**src/flash_host_pkg.sv**
```systemverilog
// constants shared by the parallel flash host controller
package flash_host_pkg;
  // apb register byte offsets
  localparam logic [7:0] OFS_CTRL = 8'h00;
  localparam logic [7:0] OFS_CFG = 8'h04;
  localparam logic [7:0] OFS_ADDR = 8'h08;
  localparam logic [7:0] OFS_WDATA = 8'h0c;
  localparam logic [7:0] OFS_STATUS = 8'h10;
  localparam logic [7:0] OFS_RDATA = 8'h14;
  // ctrl fields
  localparam int CTRL_OP_LSB = 0;
  localparam int CTRL_CHECK_BIT = 4;
  // cfg fields
  localparam int CFG_BYTE_BIT = 0;
  localparam int CFG_TEMP_BIT = 1;
  // status fields
  localparam int ST_BUSY = 0;
  localparam int ST_READY = 1;
  localparam int ST_FAIL = 2;
  localparam int ST_IDMODE = 3;
  localparam int ST_REFUSED = 4;
  localparam int ST_TIMEOUT = 5;
  localparam int ST_SECT_LSB = 8;
  // operation codes written to ctrl
  localparam logic [3:0] OP_NONE = 4'h0;
  localparam logic [3:0] OP_READ = 4'h1;
  localparam logic [3:0] OP_WRITE = 4'h2;
  localparam logic [3:0] OP_HWRST = 4'h3;
  localparam logic [3:0] OP_PROT = 4'h4;
  localparam logic [3:0] OP_UNPROT = 4'h5;
  localparam logic [3:0] OP_VERIFY = 4'h6;
  localparam logic [3:0] OP_ID = 4'h7;
  localparam logic [3:0] OP_POLL = 4'h8;
  // command codes the host tracks
  localparam logic [7:0] CMD_RESET = 8'hf0;
  localparam logic [7:0] CMD_AUTOSEL = 8'h90;
  localparam int FAIL_BIT = 5;
  // timing
  localparam int CLK_NS = 50;
  localparam int ACC_NS = 70;
  localparam int WE_NS = 50;
  localparam int PROT_NS = 100000;
  localparam int TRP_NS_DEF = 500;
  localparam int TREADY_NS_DEF = 20000;
  localparam int SYNC_LAT = 4;
  localparam logic [11:0] ACC_CYC = 12'((ACC_NS + CLK_NS - 1) / CLK_NS);
  localparam logic [11:0] RD_CYC = 12'(ACC_CYC + SYNC_LAT);
  localparam logic [11:0] WE_CYC = 12'((WE_NS + CLK_NS - 1) / CLK_NS);
  localparam logic [11:0] PROT_CYC = 12'((PROT_NS + CLK_NS - 1) / CLK_NS);
  // reset values
  localparam logic [31:0] RST_WORD = 32'h0000_0000;
endpackage : flash_host_pkg

```
**src/flash_pin_sync.sv**
```systemverilog
// three-stage input synchroniser with agreement filter
`timescale 1ns/10ps
module flash_pin_sync #(
  parameter int W = 17
) (
  // clock and reset
  input wire logic pclk,
  input wire logic presetn,
  // asynchronous pins and filtered result
  input wire logic [W-1:0] pin_in,
  output logic [W-1:0] pin_out
);
  logic [W-1:0] s1_ff; // first stage, read only by s2
  logic [W-1:0] s2_ff;
  logic [W-1:0] s3_ff;
  logic [W-1:0] out_ff; // accepted value
  logic [W-1:0] nxt_out;

  // a bit moves only when stages two and three agree
  always_comb begin
    for (int i = 0; i < W; i++) begin
      nxt_out[i] = (s2_ff[i] == s3_ff[i]) ? s3_ff[i] : out_ff[i];
    end
  end

  // shift chain
  always_ff @(posedge pclk or negedge presetn) begin
    if (!presetn) begin
      s1_ff <= '0;
      s2_ff <= '0;
      s3_ff <= '0;
      out_ff <= '0;
    end else begin
      s1_ff <= pin_in;
      s2_ff <= s1_ff;
      s3_ff <= s2_ff;
      out_ff <= nxt_out;
    end
  end

  assign pin_out = out_ff;
endmodule : flash_pin_sync

```
**src/flash_host.sv**
```systemverilog
// apb-controlled host that drives a parallel boot-sector flash
//
// The register addresses and the APB register port are this design's own decisions.
`timescale 1ns/10ps
module flash_host
  import flash_host_pkg::*;
#(
  parameter int TRP_NS = TRP_NS_DEF, // least clear pulse
  parameter int TREADY_NS = TREADY_NS_DEF // longest abort time
) (
  // apb slave
  input wire logic pclk,
  input wire logic presetn,
  input wire logic psel,
  input wire logic penable,
  input wire logic pwrite,
  input wire logic [7:0] paddr,
  input wire logic [31:0] pwdata,
  output logic [31:0] prdata,
  output logic pready,
  output logic pslverr,
  // flash control pins
  output logic ce_n,
  output logic oe_n,
  output logic we_n,
  output logic clear_n,
  output logic clear_hv,
  output logic a9_hv,
  output logic byte_n,
  output logic [18:0] flash_addr,
  input wire logic ready_busy_n,
  // flash data pins
  input wire logic [14:0] dq_i,
  output logic [14:0] dq_o,
  output logic dq_oe_n,
  input wire logic top_data_or_low_address_i,
  output logic top_data_or_low_address_o,
  output logic top_data_or_low_address_oe_n
);
  // least time rounds up, longest rounds down
  localparam logic [11:0] TRP_CYC = 12'((TRP_NS + CLK_NS - 1) / CLK_NS);
  localparam logic [11:0] TREADY_CYC = 12'(TREADY_NS / CLK_NS);

  typedef enum logic [2:0] {
    S_IDLE = 3'b000,
    S_SETUP = 3'b001,
    S_ACT = 3'b011,
    S_RECOV = 3'b010,
    S_BUSYW = 3'b110
  } state_t;

  // sector of a bottom-boot part from a18..a12
  function automatic logic [4:0] sector_of(input logic [6:0] a);
    if (a[6:3] != 4'h0) sector_of = 5'(a[6:3]) + 5'h03;
    else if (a[2]) sector_of = 5'h03;
    else if (a[1]) sector_of = 5'(a[0]) + 5'h01;
    else sector_of = 5'h00;
  endfunction : sector_of

  // low byte belongs to the defined command set
  function automatic logic is_cmd(input logic [7:0] d);
    case (d)
      8'haa, 8'h55, 8'h90, 8'ha0, 8'h80, 8'h10,
      8'h30, 8'hb0, 8'h60, 8'h40, 8'hf0: is_cmd = 1'b1;
      default: is_cmd = 1'b0;
    endcase
  endfunction : is_cmd

  // register state
  state_t state_ff, nxt_state;
  logic [3:0] op_ff, nxt_op; // running operation
  logic [11:0] cnt_ff, nxt_cnt; // phase counter
  logic byte_ff, nxt_byte; // byte mode select
  logic temp_ff, nxt_temp; // temporary unprotect level
  logic [19:0] addr_ff, nxt_addr; // array address, byte or word
  logic [15:0] wdata_ff, nxt_wdata;
  logic [15:0] rdata_ff, nxt_rdata;
  logic fail_ff, nxt_fail; // fail flag seen while polling
  logic idm_ff, nxt_idm; // device left in auto-select
  logic refused_ff, nxt_refused; // sticky, write one to clear
  logic timeout_ff, nxt_timeout; // busy outlived abort time
  // registered pin images
  logic ce_ff, oe_ff, we_ff, clr_ff, chv_ff, ahv_ff, drv_ff;
  logic nxt_ce, nxt_oe, nxt_we, nxt_clr, nxt_chv, nxt_ahv, nxt_drv;
  logic [18:0] pa_ff, nxt_pa;
  logic top_ff, nxt_top;

  // synchronised pin inputs
  logic [16:0] sync_q;
  logic rdy_s;
  logic [15:0] dq_s;

  flash_pin_sync #(.W(17)) u_sync (
    .pclk(pclk),
    .presetn(presetn),
    .pin_in({ready_busy_n, top_data_or_low_address_i, dq_i}),
    .pin_out(sync_q)
  );
  assign rdy_s = sync_q[16];
  assign dq_s = sync_q[15:0];

  // apb decode
  logic wr_en, rd_en, hit;
  logic [3:0] wop;
  logic is_wr_op, is_hv_w, is_rd_op;
  assign wr_en = psel & penable & pwrite;
  assign rd_en = psel & penable & ~pwrite;
  assign hit = (paddr == OFS_CTRL) | (paddr == OFS_CFG) |
               (paddr == OFS_ADDR) | (paddr == OFS_WDATA) |
               (paddr == OFS_STATUS) | (paddr == OFS_RDATA);
  assign pready = 1'b1; // zero-wait slave
  assign pslverr = psel & penable & ~hit;
  assign wop = pwdata[CTRL_OP_LSB +: 4];
  assign is_wr_op = (op_ff == OP_WRITE) | is_hv_w;
  assign is_hv_w = (op_ff == OP_PROT) | (op_ff == OP_UNPROT);
  assign is_rd_op = (op_ff == OP_READ) | (op_ff == OP_POLL) |
                    (op_ff == OP_VERIFY) | (op_ff == OP_ID);

  // read mux
  always_comb begin
    prdata = RST_WORD;
    if (rd_en) begin
      case (paddr)
        OFS_CFG: prdata = {30'h0, temp_ff, byte_ff};
        OFS_ADDR: prdata = {12'h0, addr_ff};
        OFS_WDATA: prdata = {16'h0, wdata_ff};
        OFS_STATUS: begin
          prdata[ST_BUSY] = (state_ff != S_IDLE);
          prdata[ST_READY] = rdy_s;
          prdata[ST_FAIL] = fail_ff;
          prdata[ST_IDMODE] = idm_ff;
          prdata[ST_REFUSED] = refused_ff;
          prdata[ST_TIMEOUT] = timeout_ff;
          // sector of current address, a18..a12 per mode
          prdata[ST_SECT_LSB +: 5] = byte_ff ? sector_of(addr_ff[19:13])
                                             : sector_of(addr_ff[18:12]);
        end
        OFS_RDATA: prdata = {16'h0, rdata_ff};
        default: prdata = RST_WORD;
      endcase
    end
  end

  // next-state logic for sequencer, registers and pins
  always_comb begin
    nxt_state = state_ff;
    nxt_op = op_ff;
    nxt_cnt = cnt_ff;
    nxt_byte = byte_ff;
    nxt_temp = temp_ff;
    nxt_addr = addr_ff;
    nxt_wdata = wdata_ff;
    nxt_rdata = rdata_ff;
    nxt_fail = fail_ff;
    nxt_idm = idm_ff;
    nxt_refused = refused_ff;
    nxt_timeout = timeout_ff;
    // software clears refused by writing one; a new refusal wins
    if (wr_en && paddr == OFS_STATUS && pwdata[ST_REFUSED]) nxt_refused = 1'b0;
    // config and operands only change while idle
    if (wr_en && state_ff == S_IDLE) begin
      case (paddr)
        OFS_CFG: begin
          nxt_byte = pwdata[CFG_BYTE_BIT];
          nxt_temp = pwdata[CFG_TEMP_BIT];
        end
        OFS_ADDR: nxt_addr = pwdata[19:0];
        OFS_WDATA: nxt_wdata = pwdata[15:0];
        default: nxt_addr = addr_ff;
      endcase
    end
    case (state_ff)
      S_IDLE: begin
        if (wr_en && paddr == OFS_CTRL && wop != OP_NONE) begin
          if (wop == OP_READ && (fail_ff || idm_ff)) begin
            nxt_refused = 1'b1;
          end else if (wop == OP_WRITE && pwdata[CTRL_CHECK_BIT] &&
                       !is_cmd(wdata_ff[7:0])) begin
            nxt_refused = 1'b1;
          end else if (wop > OP_POLL) begin
            nxt_refused = 1'b1;
          end else begin
            nxt_op = wop;
            nxt_cnt = 12'h001;
            nxt_state = S_SETUP;
          end
        end else if (wr_en && paddr == OFS_CTRL) begin
          nxt_refused = refused_ff;
        end
      end
      S_SETUP: begin
        // address and ce settle one cycle before the we or clear pulse; reads already drop ce and oe here
        nxt_state = S_ACT;
        if (op_ff == OP_HWRST) nxt_cnt = TRP_CYC;
        else if (is_hv_w) nxt_cnt = PROT_CYC;
        else if (op_ff == OP_WRITE) nxt_cnt = WE_CYC;
        else nxt_cnt = RD_CYC;
      end
      S_ACT: begin
        if (cnt_ff > 12'h001) begin
          nxt_cnt = cnt_ff - 12'h001;
        end else if (op_ff == OP_HWRST) begin
          nxt_cnt = TREADY_CYC;
          nxt_state = S_BUSYW;
        end else begin
          nxt_state = S_RECOV;
          if (is_rd_op) nxt_rdata = dq_s;
          if (op_ff == OP_POLL && dq_s[FAIL_BIT]) nxt_fail = 1'b1;
          // an autoselect write leaves id mode set, a reset write ends it and clears fail
          if (op_ff == OP_WRITE && wdata_ff[7:0] == CMD_AUTOSEL) begin
            nxt_idm = 1'b1;
          end
          if (op_ff == OP_WRITE && wdata_ff[7:0] == CMD_RESET) begin
            nxt_idm = 1'b0;
            nxt_fail = 1'b0;
          end
        end
      end
      S_RECOV: nxt_state = S_IDLE;
      S_BUSYW: begin
        // busy stays low until the abort finishes
        nxt_fail = 1'b0;
        nxt_idm = 1'b0;
        // synced busy lags the pin, so ready counts only after that lag
        if (rdy_s && cnt_ff <= TREADY_CYC - 12'(SYNC_LAT)) begin
          nxt_state = S_IDLE;
        end else if (cnt_ff <= 12'h001) begin
          nxt_timeout = 1'b1;
          nxt_state = S_IDLE;
        end else begin
          nxt_cnt = cnt_ff - 12'h001;
        end
      end
      default: nxt_state = S_IDLE;
    endcase

    // pin images follow the next state
    nxt_ce = 1'b1;
    nxt_oe = 1'b1;
    nxt_we = 1'b1;
    nxt_clr = 1'b1;
    nxt_chv = temp_ff;
    nxt_ahv = 1'b0;
    nxt_drv = 1'b0;
    nxt_pa = byte_ff ? addr_ff[19:1] : addr_ff[18:0];
    nxt_top = addr_ff[0];
    if (nxt_state != S_IDLE) begin
      if (nxt_op == OP_HWRST) begin
        nxt_clr = (nxt_state != S_ACT);
      end else if (nxt_op == OP_WRITE || nxt_op == OP_PROT ||
                   nxt_op == OP_UNPROT) begin
        // we falls after ce, rises first: device latches then
        nxt_ce = 1'b0;
        nxt_we = (nxt_state != S_ACT);
        nxt_drv = 1'b1;
        nxt_top = byte_ff ? addr_ff[0] : wdata_ff[15];
      end else begin
        nxt_ce = (nxt_state == S_RECOV);
        nxt_oe = (nxt_state == S_RECOV);
      end
      if (nxt_op == OP_PROT || nxt_op == OP_UNPROT) begin
        nxt_chv = 1'b1;
        nxt_pa[0] = 1'b0;
        nxt_pa[1] = 1'b1;
        nxt_pa[6] = (nxt_op == OP_UNPROT);
      end
      if (nxt_op == OP_VERIFY || nxt_op == OP_ID) begin
        nxt_ahv = (nxt_state != S_RECOV);
        nxt_pa[1] = (nxt_op == OP_VERIFY);
        if (nxt_op == OP_VERIFY) begin
          nxt_pa[0] = 1'b0;
          nxt_pa[6] = 1'b0;
        end
      end
    end
  end

  // register everything; reset holds the flash in hardware clear
  always_ff @(posedge pclk or negedge presetn) begin
    if (!presetn) begin
      state_ff <= S_IDLE;
      op_ff <= OP_NONE;
      cnt_ff <= 12'h000;
      byte_ff <= 1'b0;
      temp_ff <= 1'b0;
      addr_ff <= 20'h00000;
      wdata_ff <= 16'h0000;
      rdata_ff <= 16'h0000;
      fail_ff <= 1'b0;
      idm_ff <= 1'b0;
      refused_ff <= 1'b0;
      timeout_ff <= 1'b0;
      ce_ff <= 1'b1;
      oe_ff <= 1'b1;
      we_ff <= 1'b1;
      clr_ff <= 1'b0;
      chv_ff <= 1'b0;
      ahv_ff <= 1'b0;
      drv_ff <= 1'b0;
      pa_ff <= 19'h00000;
      top_ff <= 1'b0;
    end else begin
      state_ff <= nxt_state;
      op_ff <= nxt_op;
      cnt_ff <= nxt_cnt;
      byte_ff <= nxt_byte;
      temp_ff <= nxt_temp;
      addr_ff <= nxt_addr;
      wdata_ff <= nxt_wdata;
      rdata_ff <= nxt_rdata;
      fail_ff <= nxt_fail;
      idm_ff <= nxt_idm;
      refused_ff <= nxt_refused;
      timeout_ff <= nxt_timeout;
      ce_ff <= nxt_ce;
      oe_ff <= nxt_oe;
      we_ff <= nxt_we;
      clr_ff <= nxt_clr;
      chv_ff <= nxt_chv;
      ahv_ff <= nxt_ahv;
      drv_ff <= nxt_drv;
      pa_ff <= nxt_pa;
      top_ff <= nxt_top;
    end
  end

  // pin outputs straight from flops
  assign ce_n = ce_ff;
  assign oe_n = oe_ff;
  assign we_n = we_ff;
  assign clear_n = clr_ff;
  assign clear_hv = chv_ff;
  assign a9_hv = ahv_ff;
  assign byte_n = ~byte_ff;
  assign flash_addr = pa_ff;
  assign dq_o = wdata_ff[14:0];
  assign dq_oe_n = ~drv_ff;
  assign top_data_or_low_address_o = top_ff;
  // in byte mode the top pin is always an address output
  assign top_data_or_low_address_oe_n = ~(drv_ff | byte_ff);
endmodule : flash_host

```
**config.mk**
```make
export PLATFORM = sky130hd
export DESIGN_NAME = flash_host
export DESIGN_NICKNAME = d
export VERILOG_FILES = /design/src/flash_host_pkg.sv /design/src/flash_pin_sync.sv /design/src/flash_host.sv
export SDC_FILE = /design/constraint.sdc
export NUM_CORES = 1
export LEC_CHECK = 0
export ABC_AREA = 1
export BUFFER_PORTS_ARGS = -buffer_cell sky130_fd_sc_hd__buf_2
export CAP_MARGIN = 0
export CELL_PAD_IN_SITES_DETAIL_PLACEMENT = 1
export CELL_PAD_IN_SITES_GLOBAL_PLACEMENT = 2
export CORE_MARGIN = 4
export CORE_UTILIZATION = 37
export DETAILED_ROUTE_END_ITERATION = 12
export PLACE_DENSITY = 0.9
export SLEW_MARGIN = 20
export SYNTH_ARGS = -nofsm -noshare
export SYNTH_HDL_FRONTEND = slang
export SYNTH_SLANG_ARGS = --single-unit
```
**constraint.sdc**
```tcl
create_clock -name pclk -period 3.22 [get_ports pclk]
set_input_delay 0.483 -clock pclk [delete_from_list [all_inputs] [get_ports pclk]]
set_output_delay 0.483 -clock pclk [all_outputs]
set_load 0.02 [all_outputs]
```
==> results.md, run 1 <==
- Dpl hpwl: 15.0 mm
- Largest net degree at the start of global routing: 78
- RSZ-0062 raised after global routing: false
- FF/Latch Area: between 4000 and 5000 um^2
- Max stage delay on crit path: approximately 0.38 ns
- Slew Limit Fails: 0
- I/O pin count: 140
- Worst EP required: 2.74 ns
- Vias in the first global route: 5991
- FP Rows: 52
- Hold Crit Class: primary input to async pin
- Clk slew on worst S/H paths: around 0.070 ns
- Clk sinks: around 170
- Startpoint Class: primary input
- Drt wl/cell: ~17 um
- Clk_skew: about 0.011 ns
- Fin nets: roughly 980
- Post-DR vias/cell: between 4 and 5
- Clock buffer depth: 2
- CP arrival: about 2.3 ns
- Drt drc: 0
- Root Driver: clkbuf_16
- Power per cell area: between 500 and 600 nW/um^2
- Initial antenna violation count: 2
- CP Launch Point: paddr[5]
- Max cap viols: 0
- Fmax: between 300 and 400 MHz
- Setup TNS: 0 ns
- Commonest cells in the netlist: dfrtp_1 (169), nand2_1 (166), inv_1 (79)
- Async S/R FF share, synth: 100%
- Main synth FF type: dfrtp_1
- Leak Pwr: about 4.4 nW
- Peak supply drop: approximately 360 uV
- Worst-margin pin slew: 0.855 ns
- Mapped cell area: about 7700 um^2
- Die ar.: roughly 23000 um^2
- Synth Warn #: 0
- Die width: around 150 um
- Fin. Hold Viols: 0
- Crit Path Category: primary input to output port
- Number of flops mapped to enable cells by yosys: 0
- PostCTS Resize Cnt: 0
- Syn Area/Cell: 9.61 um^2
- Clock Latency Late Sink: 0.43 ns
- R2R Path Start: cnt_ff[0]$_DFFE_PN0P_
- Yosys reg bits: 172
- Sequential share of the synthesized area: 55.7%
- Outcome: completed
- Post-route cell area: 9130 um^2
- Most common cell in the netlist: dfrtp_1
- Hold-fix buffers at CTS: 0
- Via count: ~5800
- CTS tree: done
- Buffer count from post-CTS setup fixing: 0
- # H-tree levels: 4
- Total global routing overflow: 0
- Area Overhead vs Synth: 18.0%
- Yosys top cell area share: between 50% and 60%
- Buf/Inv on CP: 2
- Port-buffer cells: ~110
- CTS buffer count: 17
- Worst-path cell chain: buf_2 > nor2_2 > nand2_2 > nor3_2 > nand2_1 > o31ai_1 > o21ai_0 > a41oi_1 > buf_2
- Final Cycle Share: 87.7%
- Top cells by area, synth: dfrtp_1 (55%), nand2_1 (8.1%), inv_1 (3.8%)
- Max FO, Critical Path: 6
- Core area: ~20000 um^2
- Critical path endpoint category: output port
- Synth unique cells: between 50 and 60
- Drt first pass iters: 4
- First-pass GRT wire length: approximately 33 mm
- Tot GR Track Use: between 10% and 20%
- Proportion of layout cells with a drive suffix above 1: about a quarter
- R2R Setup Slk: just under 0.9 ns
- Final antenna-violating net count: 0
- # setup viols final: 0
- Fillers: roughly 2400
- Tmin final: 2.82 ns
- Slew HR: between 40% and 50%
- Area post-placement: between 8000 and 9000 um^2
- Syn Inst Count: approximately 810
- Starting Density: about 38%
- Initial DRC Count: roughly 380
- Most used cell, CP: buf_2
- Multi-input logic area: ~2800 um^2
- CP max-delay cell: a41oi_1
- Top cell family by delay on the critical path: compound AO/OA/AOI/OAI gates
- Final WL: ~20 mm
- GP Congestion: approximately 0.86
- Die Ht: roughly 150 um
- Area leader, netlist: dfrtp_1
==> path summary, 6_finish.rpt <==
check | to | cells after the start
setup / recovery | prdata[4] | 9
hold / removal | u_sync.s3_ff[11]$_DFF_PN0_ | 1
setup reg to reg | cnt_ff[5]$_DFFE_PN0P_ | 13
hold reg to reg | u_sync.s2_ff[7]$_DFF_PN0_ | 0
max in group asynchronous | we_n$_DFF_PN1_ | 2
min in group pclk | u_sync.s1_ff[3]$_DFF_PN0_ | 1
==> where the power goes <==
part           internal [W]  switching, W  leakage, nW
registers           0.00223     0.0000445         2.17
logic             0.0000960      0.000194         1.89
clock network       0.00121      0.000969        0.307
total               0.00354       0.00121         4.37
==> per-stage QoR <==
stage	instances	worst slack [ns]	power (W)	hold slack [ns]	utilization (%)
5_1_grt	1199	0.174	0.00494	0.0824	44.7
3_5_place_dp	1166	0.443	0.00261	0.336	41.6
2_1_floorplan	816	0.835	0.00248	0.187	-
6_report	1200	0.397	0.00475	0.0282	44.7
4_1_cts	1198	0.378	0.00482	0.0508	44.7
3_3_place_gp	1166	0.471	0.00260	0.334	41.6
==> flip-flops by register name (all words and copies together) (netlist names), 3 cells and up <==
name	flops
state_ff	3
cnt_ff	12
u_sync.s2_ff	17
u_sync.s1_ff	17
u_sync.s3_ff	17
u_sync.pin_out	17
rdata_ff	16
flash_addr	19
wdata_ff	16
addr_ff	20
op_ff	4
==> layer usage <==
metal	global-route usage [%]	vias up	part of all wire [%]
met5	0	-	0.095
met4	5.43	2	1.4
met3	3.83	19	5.1
met2	26.3	138	44
met1	25.4	2792	49
li1	-	2804	-
==> layout by cell type, fill, tap and decap left out, types with 14 or more instances in the layout <==
cell       count
a21oi_1       23
nor2_1        52
maj3_1        17
buf_2        113
o21ai_0       55
inv_2         14
nand3_1       21
clkbuf_16     17
o21ai_1       17
dfrtp_1      169
nor2_2        16
inv_1         79
nand2_1      166
==> area by class of cell <==
cell class	instances	share of cell area [%]
diodes	2	0.0548
flip-flops and latches	172	47.2
repair buffers	126	7.44
clock buffers	18	4.81
well taps	270	3.70
multi-input cells	504	30.9
clock inverters	14	2.10
inverters	94	3.86
==> cells by family after synthesis <==
logic type | after synthesis | share of synthesized area (%)
fa+ha+maj | 24 | 3.33
simple gates | 312 | 18.8
buf+inv | 140 | 8.43
mux | 19 | 3.07
flops | 172 | 55.7
compound gates | 128 | 9.64
xor+xnor | 8 | 0.906
other cells | 2 | 0.0971
Note: power is estimated with default switching activity, not from simulation.
==> run 2, diff against run 1 <==
--- a/config.mk
+++ b/config.mk
@@ -8,13 +8,14 @@
 export ABC_AREA = 1
 export BUFFER_PORTS_ARGS = -buffer_cell sky130_fd_sc_hd__buf_2
 export CAP_MARGIN = 0
-export CELL_PAD_IN_SITES_DETAIL_PLACEMENT = 1
+export CELL_PAD_IN_SITES_DETAIL_PLACEMENT = 2
 export CELL_PAD_IN_SITES_GLOBAL_PLACEMENT = 2
+export CORE_ASPECT_RATIO = 1.75
 export CORE_MARGIN = 4
 export CORE_UTILIZATION = 37
 export DETAILED_ROUTE_END_ITERATION = 12
 export PLACE_DENSITY = 0.9
-export SLEW_MARGIN = 20
+export SLEW_MARGIN = 30
 export SYNTH_ARGS = -nofsm -noshare
 export SYNTH_HDL_FRONTEND = slang
 export SYNTH_SLANG_ARGS = --single-unit
==> run 2 against run 1 <==
- clock power down 2%
- via count up 9.4%
- sequential share of layout area up 0.14 points
- critical path depth down 2
- count of clock-buffer cells in the layout up 1
- clock skew down 0.00085 ns
- sequential power about the same
- critical path type is now register to output port
- largest power group unchanged
==> results.md, run 2 (synthesis results as in run 1) <==
- Tmin final: 3.15 ns (+0.323 ns)
- Proportion of layout cells with a drive suffix above 1: 26.0% (+0.29 points)
- Fmax: 318 MHz (-10%)
- Die ar.: 23400 um^2 (+0.39%)
- Starting Density: 37.8% (-0.058 points)
- Clk sinks: 172 (unchanged)
- Layout Cells excl Fill: 1181 (-1.6%)
- Final Cycle Share: 97.7% (+10 points)
- Dpl hpwl: 19.5 mm (+30%)
- Switching power: 0.00122 W (+0.85%)
- PostCTS Resize Cnt: 0 (unchanged)
- Clk_skew: 0.00967 ns (-0.000847 ns)
- Part of the power in registers: 48.3% (+0.4 points)
- Max cap viols: 0 (unchanged)
- GP Congestion: 0.860 (+0.60%)
- # setup viols final: 0 (unchanged)
- Die width: 117 um (-23%)
- Die Ht: 199 um (+31%)
- Antenna Cells: 0 (-2)
- Drt wl/cell: 23.4 um (+41%)
- Final WL: 27.7 mm (+39%)
- Tot GR Track Use: 24.3% (+6.8 points)
- Commonest cells after routing, fill and taps aside: dfrtp_1 (169), nand2_1 (166), buf_2 (113)
- Fin. Hold Viols: 0 (unchanged)
- Fillers: 2193 (-7.9%)
- Clk pwr share: 45.1% (-0.8 points)
- Most common cell after layout, fill and taps aside: dfrtp_1
- FP Rows: 69 (+33%)
- Outcome: completed
- Core area: 20500 um^2 (+0.15%)
- Hold Crit Class: primary input to async pin
- Initial antenna violation count: 0 (-2)
- Setup TNS: 0 ns (unchanged)
- Slew Limit Fails: 0 (unchanged)
- Final antenna-violating net count: 0 (unchanged)
- Max FO, Critical Path: 7 (+1)
- Critical path endpoint category: output port
- Largest net degree at the start of global routing: 70 (-10%)
- # H-tree levels: 4 (unchanged)
- Vias in the first global route: 7333 (+22%)
- Power per cell area: 520 nW/um^2 (about the same)
- Post-DR vias/cell: 5.33 (+11%)
- Worst-margin pin slew: 0.741 ns (-0.113 ns)
- Clock buffer depth: 2 (unchanged)
- Slew HR: 50.5% (+8.0 points)
- Sw Ratio: 25.7% (+0.31 points)
- CTS tree: done
- Via count: 6294 (+9.4%)
- Worst EP required: 2.74 ns (about the same)
- CP arrival: 2.66 ns (+0.32 ns)
- Leak Pwr: 4.37 nW (about the same)
- Reg with most FFs: addr_ff
- Hold-fix buffers at CTS: 0 (unchanged)
- Internal Power: 0.00351 W (-0.80%)
- Drt drc: 0 (unchanged)
- RSZ-0062 raised after global routing: false
- Total global routing overflow: 0 (unchanged)
- Crit Path Category: register to output port
- Initial DRC Count: 295 (-22%)
- Drt first pass iters: 4 (unchanged)
- Area Overhead vs Synth: 17.7%
- CTS buffer count: 17 (unchanged)
- I/O pin count: 140 (unchanged)
- Buffer count from post-CTS setup fixing: 0 (unchanged)
- Largest register FFs: 20 (unchanged)
- Startpoint Class: register
- First-pass GRT wire length: 43.3 mm (+31%)
- Root Driver: clkbuf_16
- Logic gate share of total power: 6.6% (+0.5 points)
- Clock Latency Late Sink: 0.45 ns (+0.02 ns)
- Peak supply drop: 369 uV (+1.4%)
- Port-buffer cells: 114 (unchanged)
- Placed Cells: 1150 (-1.4%)
- Clk slew on worst S/H paths: 0.07 ns (about the same)
- Fin nets: 990 (+0.61%)
run 2: cell count changes in the layout (fill, tap and decap cells not counted), sizes merged:
cell,delta
clkinv,-2
buf,+6
clkinvlp,+1
inv,-1
diode,-2
clkbuf,+1
run 2: final cells by class:
type / instances / area [um^2] / area share, %
Clock buffer: 19 / 443 / 4.87
Clock inverter: 12 / 148 / 1.62
Inverter: 94 / 353 / 3.88
Multi-Input combinational cell: 504 / 2820 / 31.0
Sequential cell: 172 / 4310 / 47.3
Tap cell: 248 / 310 / 3.41
Timing Repair Buffer: 132 / 724 / 7.96
run 2: critical path, cell delays in order, from the launching register on:
cell and delay (ns):
dfrtp_1 0.57, inv_1 0.12, ha_1 0.24, or2_2 0.32, o32ai_1 0.43, nand2_1 0.10
a41oi_1 0.21, buf_2 0.21
run 2: power groups by stage:
stage	sequential (W)	combinational, W	clock, W
global route	0.00229	0.000349	0.00226
floorplan	0.00231	0.000170	0
CTS	0.00229	0.000317	0.00217
detailed placement	0.00232	0.000309	0
global placement	0.00232	0.000290	0
finish	0.00229	0.000311	0.00213
run 2: per-stage QoR:
stage	setup WS (ns)	area, um^2	power, W	util [%]	hold slack (ns)
final	0.0746	9100	0.00473	44.5	0.0383
after floorplan	0.835	7780	0.00248	-	0.187
after global placement	0.426	8510	0.00261	41.6	0.334
after global routing	0.0212	9100	0.00490	44.5	0.0827
after detailed placement	0.336	8510	0.00263	41.6	0.337
after CTS	0.0617	9100	0.00478	44.5	0.0658
run 2: worst paths after layout:
path / start / end / slack, ns / depth (start not counted)
setup / recovery: addr_ff[15]$_DFFE_PN0P_ / prdata[12] / 0.07 / 7
hold / removal: presetn / u_sync.s3_ff[11]$_DFF_PN0_ / 0.04 / 1
setup reg to reg: cnt_ff[0]$_DFFE_PN0P_ / cnt_ff[10]$_DFFE_PN0P_ / 0.74 / 14
hold reg to reg: u_sync.s1_ff[15]$_DFF_PN0_ / u_sync.s2_ff[15]$_DFF_PN0_ / 0.34 / 0
max in group asynchronous: presetn / we_n$_DFF_PN1_ / 2.36 / 2
min in group pclk: ready_busy_n / u_sync.s1_ff[16]$_DFF_PN0_ / 0.14 / 1
run 2: routing by layer:
| layer | routed length, um | vias to the layer above | track usage (%) |
|---|---|---|---|
| met2 | 15600 | 196 | 47.5 |
| met4 | 1410 | 0 | 13.5 |
| met1 | 9630 | 3218 | 24.0 |
| met5 | 0 | - | 0 |
| met3 | 1070 | 77 | 4.62 |
| li1 | - | 2803 | - |
